File: src/core/crg_pkg.sv
package crg_pkg;

  // reference pairs with a request pin: one, two, three, and four/five
  localparam int unsigned NUM_REQ = 4;
  localparam int unsigned NUM_REF = 5;

  // normal chipset reference rate and default slow rate in MHz
  localparam int unsigned CHIP_NORM_MHZ = 100;
  localparam int unsigned CHIP_SLOW_MHZ = 80;

  // reset values
  localparam logic [7:0] SLOW_MHZ_RST = CHIP_SLOW_MHZ[7:0];
  localparam logic [NUM_REF-1:0] REQ_SEL_RST = 5'h00;
  localparam logic [NUM_REF-1:0] OE_RST = 5'h1f;

  // differential output pair, true and complement
  typedef struct packed {
    logic t;
    logic c;
  } crg_pair_t;

  // pin inputs from the requesting parties, all active low
  typedef struct packed {
    logic slow_n;
    logic pwr_n;
    logic [NUM_REQ-1:0] req_n;
  } crg_pins_t;

  // management controls, held by the two-wire management logic
  typedef struct packed {
    logic [NUM_REF-1:0] req_sel;
    logic [NUM_REF-1:0] oe;
    logic [7:0] slow_mhz;
  } crg_ctrl_t;

endpackage : crg_pkg

File: src/core/crg_gate.sv
// Behaviour
// - slow input low selects reduced chipset rate; high selects normal rate
// - reduced chipset rate is configurable and defaults to 80 MHz
// - selected pairs four and five run on request low, both low otherwise
// - selected pair three runs on request low, true and complement low otherwise
// - selected pair two runs on request low, true and complement low otherwise
// - selected pair one runs on request low, true and complement low otherwise
// - power down input low stops all reference and chipset pairs; high restores operation
// - output and mode controls arrive from the two-wire management interface
`timescale 1ns/1ps
`default_nettype none
module crg_gate
  import crg_pkg::*;
(
  input  wire logic              i_core_clk,  // core clock, 250 MHz
  input  wire logic              i_arst_n,    // async reset
  input  wire crg_pins_t         i_pins,      // raw pin levels
  input  wire crg_ctrl_t         i_ctrl,      // management controls
  input  wire logic              i_ref_clk,   // synthesized reference phase
  input  wire logic              i_chip_clk,  // synthesized chipset phase
  output logic [NUM_REF-1:0]     o_run,       // per pair running
  output crg_pair_t [NUM_REF-1:0] o_ref,      // gated reference pairs
  output crg_pair_t              o_chip,      // chipset reference pair
  output logic                   o_chip_slow, // chipset at reduced rate
  output logic [7:0]             o_chip_mhz   // chipset rate in MHz
);

  // two-stage synchronisers for pin levels
  crg_pins_t pin_s1_q;
  crg_pins_t pin_s2_q;

  always_ff @(posedge i_core_clk or negedge i_arst_n) begin
    if (!i_arst_n) begin
      pin_s1_q <= '1;
      pin_s2_q <= '1;
    end else begin
      pin_s1_q <= i_pins;
      pin_s2_q <= pin_s1_q;
    end
  end

  // request pin serving each pair: four and five share one
  function automatic int unsigned req_of(input int unsigned k);
    return (k >= 3) ? 3 : k;
  endfunction : req_of

  logic [NUM_REF-1:0] run_d;
  logic [NUM_REF-1:0] run_q;
  crg_pair_t [NUM_REF-1:0] ref_d;
  crg_pair_t [NUM_REF-1:0] ref_q;

  genvar g;
  generate
    for (g = 0; g < NUM_REF; g++) begin : g_pair
      always_comb begin
        run_d[g] = pin_s2_q.pwr_n && i_ctrl.oe[g];
        if (i_ctrl.req_sel[g] && pin_s2_q.req_n[req_of(g)]) begin
          run_d[g] = 1'b0;
        end
        // unselected pairs skip the request term above
        ref_d[g].t = run_d[g] & i_ref_clk;
        ref_d[g].c = run_d[g] & ~i_ref_clk;
      end
    end
  endgenerate

  logic       chip_run_d;
  logic       slow_d;
  logic       slow_q;
  logic [7:0] mhz_d;
  logic [7:0] mhz_q;
  crg_pair_t  chip_d;
  crg_pair_t  chip_q;

  always_comb begin
    chip_run_d = pin_s2_q.pwr_n;
    slow_d     = ~pin_s2_q.slow_n;
    mhz_d      = slow_d ? i_ctrl.slow_mhz
                        : 8'(CHIP_NORM_MHZ);
    chip_d.t   = chip_run_d & i_chip_clk;
    chip_d.c   = chip_run_d & ~i_chip_clk;
  end

  always_ff @(posedge i_core_clk or negedge i_arst_n) begin
    if (!i_arst_n) begin
      run_q  <= '0;
      ref_q  <= '0;
      slow_q <= 1'b0;
      mhz_q  <= 8'(CHIP_NORM_MHZ);
      chip_q <= '0;
    end else begin
      run_q  <= run_d;
      ref_q  <= ref_d;
      slow_q <= slow_d;
      mhz_q  <= mhz_d;
      chip_q <= chip_d;
    end
  end

  assign o_run       = run_q;
  assign o_ref       = ref_q;
  assign o_chip      = chip_q;
  assign o_chip_slow = slow_q;
  assign o_chip_mhz  = mhz_q;
endmodule : crg_gate
`default_nettype wire

File: config.mk
export PLATFORM = sky130hd
export DESIGN_NAME = crg_gate
export DESIGN_NICKNAME = d
export VERILOG_FILES = /design/src/core/crg_pkg.sv /design/src/core/crg_gate.sv
export SDC_FILE = /design/constraint.sdc
export NUM_CORES = 1
export LEC_CHECK = 0
export BUFFER_PORTS_ARGS = -buffer_cell sky130_fd_sc_hd__buf_2
export CORE_MARGIN = 3
export CORE_UTILIZATION = 40
export DETAILED_ROUTE_END_ITERATION = 10
export HOLD_SLACK_MARGIN = 0.05
export PLACE_DENSITY = 0.72
export SETUP_SLACK_MARGIN = 0.5
export SYNTH_ARGS = -nofsm -noshare
export SYNTH_HDL_FRONTEND = slang
export SYNTH_SLANG_ARGS = --single-unit
File: constraint.sdc
create_clock -name i_core_clk -period 0.9 [get_ports i_core_clk]
set_input_delay 0 -clock i_core_clk [delete_from_list [all_inputs] [get_ports i_core_clk]]
set_output_delay 0 -clock i_core_clk [all_outputs]
set_load 0.005 [all_outputs]
Yosys cells after proc, flatten, opt, wreduce, memory -nomap -nowiden
Index checks and enable logic that the tools add are counted.
- add/sub/neg operators: 0
- $mul: 0
- div/mod/pow operators: 0
- order comparisons: 0
- equal/unequal tests: 0
- shifts and indexed selects: 0
- muxes and demuxes: 6
- bitwise gates (word level): 15
- reduce and logical (&&, ||, !) cells: 10
- operator list (cell ; count):
    $and 1x1->1 ; 12
    $logic_and 1x1->1 ; 10
    $mux 8 ; 1
    $mux 1 ; 5
    $not 1->1 ; 3
- register bits after elaboration: 38
- latch bits: 0
- RAM bits: 0
- ROM bits: 0
- input port bits: 28
- output and inout port bits: 26
- word-level logic and storage cells: 52
- memories: 0

Longest topological paths before layout
- depth after elaboration: 3
- gate-level depth with buffers: 2
- depth with buffers taken out: 2

Worst setup path after synthesis
OpenSTA, ideal clock, no wires.
- path type: flip-flop to flip-flop
- start point: reg pin_s2_q[1] (netlist bit)
- end point: reg ref_q (netlist bit o_ref[3])
- setup time: 120 ps
- arrival: 723 ps
- data required time: 780 ps
- path slack: 57 ps
- cell stages (with the launch flop): 3
- period minus slack after synthesis: 843 ps
- cells stage by stage: dfstp_2 nand2_1 and4_1
- RTL lines (what ; RTL line ; text):
    from (decl) ; crg_gate.sv:30 ; crg_pins_t pin_s2_q;
    from (signal assigned) ; crg_gate.sv:38 ; pin_s2_q <= pin_s1_q;
    to (signal assigned) ; crg_gate.sv:93 ; ref_q <= ref_d;
    to (decl) ; crg_gate.sv:50 ; crg_pair_t [NUM_REF-1:0] ref_q;

==> flow_summary.json <==
{
  "max_cap_viol_count": 0,
  "clockRootBuffer": "clkbuf_4",
  "relSlewSlack": 0.875,
  "cts_sinks": 38,
  "slew_violations": 0,
  "utilization": 0.689,
  "cp-endpoint": "o_ref[0]",
  "swShare": 0.219,
  "die_w_um": 60.0,
  "netlist_top_cells_count": "dfrtp_1 (23), dfstp_2 (15), nor2_1 (13)",
  "p_leak_nw": 0.911,
  "diodes": 0,
  "p_sw_mw": 0.666,
  "crit_arrival_ns": 1.23,
  "yosysSeqAreaShare": 0.832,
  "start_util": 0.446,
  "power_frac_seq": 0.605,
  "grt_overflow": 0,
  "synth_edf_count": 0,
  "final_hold_viol_count": 55,
  "cts_tree": "yes",
  "die_h_um": 60.0,
  "layout-drive-gt1-share": 0.764,
  "startpoint": "chip_run_d",
  "end_kind": "flop",
  "grt_pass1_wl_mm": 3.49,
  "fin_worst_skew_ns": 0.00526,
  "whs_ns": -0.383,
  "dr.pass1.iters": 2,
  "vdd_drop_max_mv": 1.50,
  "worstPathRequired_ns": 1.16,
  "power_density_nw_per_um2": 1690,
  "dpl_cell_area_sq_um": 1500,
  "nNetsFinal": 172,
  "path_max_fanout": 4,
  "dp_slack_ns": -0.0136,
  "ys_top_cells_by_area": "dfrtp_1 (49%), dfstp_2 (34%), nor2_1 (4.2%)",
  "status": "finished, violations left",
  "tightest_slew_ns": 0.188,
  "p_clk_frac": 0.279,
  "synth_seq_cells": 38,
  "h-tree-depth": 2,
  "r2r-start": "chip_run_d",
  "stdcell_count": 174,
  "syn_inst": 73,
  "clk_pin_slew_ns": 0.10,
  "grt_start_max_net_pins": 39,
  "yosys_warnings": 0,
  "core_area_sq_um": 2610,
  "syn_avg_cell_area_sq_um": 16.0,
  "synth_top_area_frac": 0.494,
  "drtAntennaViolNets": 0,
  "track_usage": 0.139,
  "drc": 0,
  "via_per_inst": 4.53,
  "reg2reg_depth": 3,
  "wl_mm": 2.28,
  "hpwl_mm": 1.55,
  "synth_fp_nets": 101,
  "yosysTopAreaCell": "dfrtp_1",
  "dp.cells": 157,
  "netlist_area_sq_um": 1170,
  "fin_ws_ns": -0.0674,
  "rsz0062_at_grt": "true",
  "num_io_pins": 54,
  "die_area_sq_um": 3600,
  "vias": 789,
  "drtIter0Drc": 1,
  "reg2reg_setup_slack_ns": -0.07,
  "synth_most_common_cell": "dfrtp_1",
  "rows": 18,
  "numPortBuffers": 53,
  "min_period_ns": 0.967,
  "combPwrFrac": 0.117,
  "cts-buffers-inserted": 5,
  "final_area_sq_um": 1800,
  "antenna_found_initial": 0,
  "synth_ff_type": "dfrtp_1",
  "post_drt_wl_per_cell_um": 13.1,
  "hold_buffers": 6,
  "area_growth_pct": 54.3,
  "fin_crit_sh": 1.07,
  "start_kind": "flop",
  "hp-class": "input pin to async pin",
  "timing.fmax_ghz": 1.03,
  "first_global_vias": 781,
  "ys_async_sr_fraction": 1.00,
  "clk_path_buf_depth": 2,
  "failed_checks": "negative hold slack, negative setup slack",
  "setup_viol": 15,
  "p_int_mw": 2.37,
  "critPathKind": "flop to flop",
  "r2r_end": "o_ref[0]",
  "power_mw": 3.04,
  "finalWeightedCongestion": 0.709,
  "worstSkewPairLatency_ns": 0.32,
  "ys_types": 13
}
[timing repair]
action / CTS / global route
setup endpoints to repair: 58 / 58
setup buffers: 4 / 0
pin swaps: 12 / 0
endpoints found under the hold margin: 69 / 63
gates resized for setup: 20 / 22
[cells by family after synthesis]
group | Yosys count | synth area share
DFF | 38 | 0.832
AOI/OAI and AO/OA | 5 | 0.0386
buffers and inverters | 2 | 0.00644
and+or+nand+nor | 28 | 0.123
[power groups by stage]
stage                     logic [mW]  registers (mW)  clock network [mW]
final                          0.355            1.84               0.847
after global routing           0.392            1.85               0.977
after CTS                      0.316            1.84               0.882
after detailed placement       0.241            1.87                   0
after global placement         0.233            1.87                   0
after floorplan               0.0628            1.88                   0
[registers in the layout, summed over array words and instances, names as in the netlist]
register and cells:
pin_s2_q 5, o_chip_mhz 8, o_run 5, pin_s1_q 6, o_chip_slow 1, o_chip 2
chip_run_d 1, o_ref 10
[worst max-delay path, stage by stage, from the launching register on]
cell      delay (ns)
dfstp_2         0.59
buf_12          0.14
nand2b_4        0.08
nor2_1          0.09
[per-layer routing]
metal | up-vias | GRT usage | share of wire
met5 | - | 0 | 0
met3 | 4 | 0.0756 | 0.12
met2 | 49 | 0.215 | 0.47
li1 | 369 | - | -
met1 | 367 | 0.169 | 0.39
met4 | 0 | 0.0380 | 0.011
[worst min path at each step]
stage,startpoint,cells past startpoint,slack [ns],to
final,i_arst_n,2,-0.38,o_run[2]
after global routing,i_arst_n,2,-0.40,o_chip_mhz[3]
after CTS,i_arst_n,2,-0.39,o_run[2]
after detailed placement,i_arst_n,2,-0.02,o_run[4]
after global placement,i_arst_n,2,-0.03,o_run[3]
after floorplan,i_arst_n,0,-0.30,o_chip[0]
[per-stage QoR]
stage	hold WS, ns	TNS, ns
after global placement	-0.0257	0
after global routing	-0.402	-1.15
after CTS	-0.388	-0.507
after detailed placement	-0.0229	-0.0136
after floorplan	-0.296	0
final	-0.383	-0.573
[placed cells by master (no fill, tap or decap), types with 2 or more instances in the layout]
cell type,instances
nand2_2,2
buf_2,51
or2_4,3
dlygate4sd3_1,6
nor2b_4,3
nor2_4,6
buf_6,4
dfrtp_1,23
buf_12,2
a21bo_2,4
dfstp_2,15
nor2b_1,2
nor2_2,6
clkbuf_4,5
[cell type report]
class,instances,area [sq um]
Fill cell,206,813
Tap cell,30,37.5
Inverter,2,15.0
Clock buffer,7,55.1
Timing Repair Buffer,64,408
Sequential cell,38,970
Multi-Input combinational cell,33,314
Power figures use the tool's default switching activity.
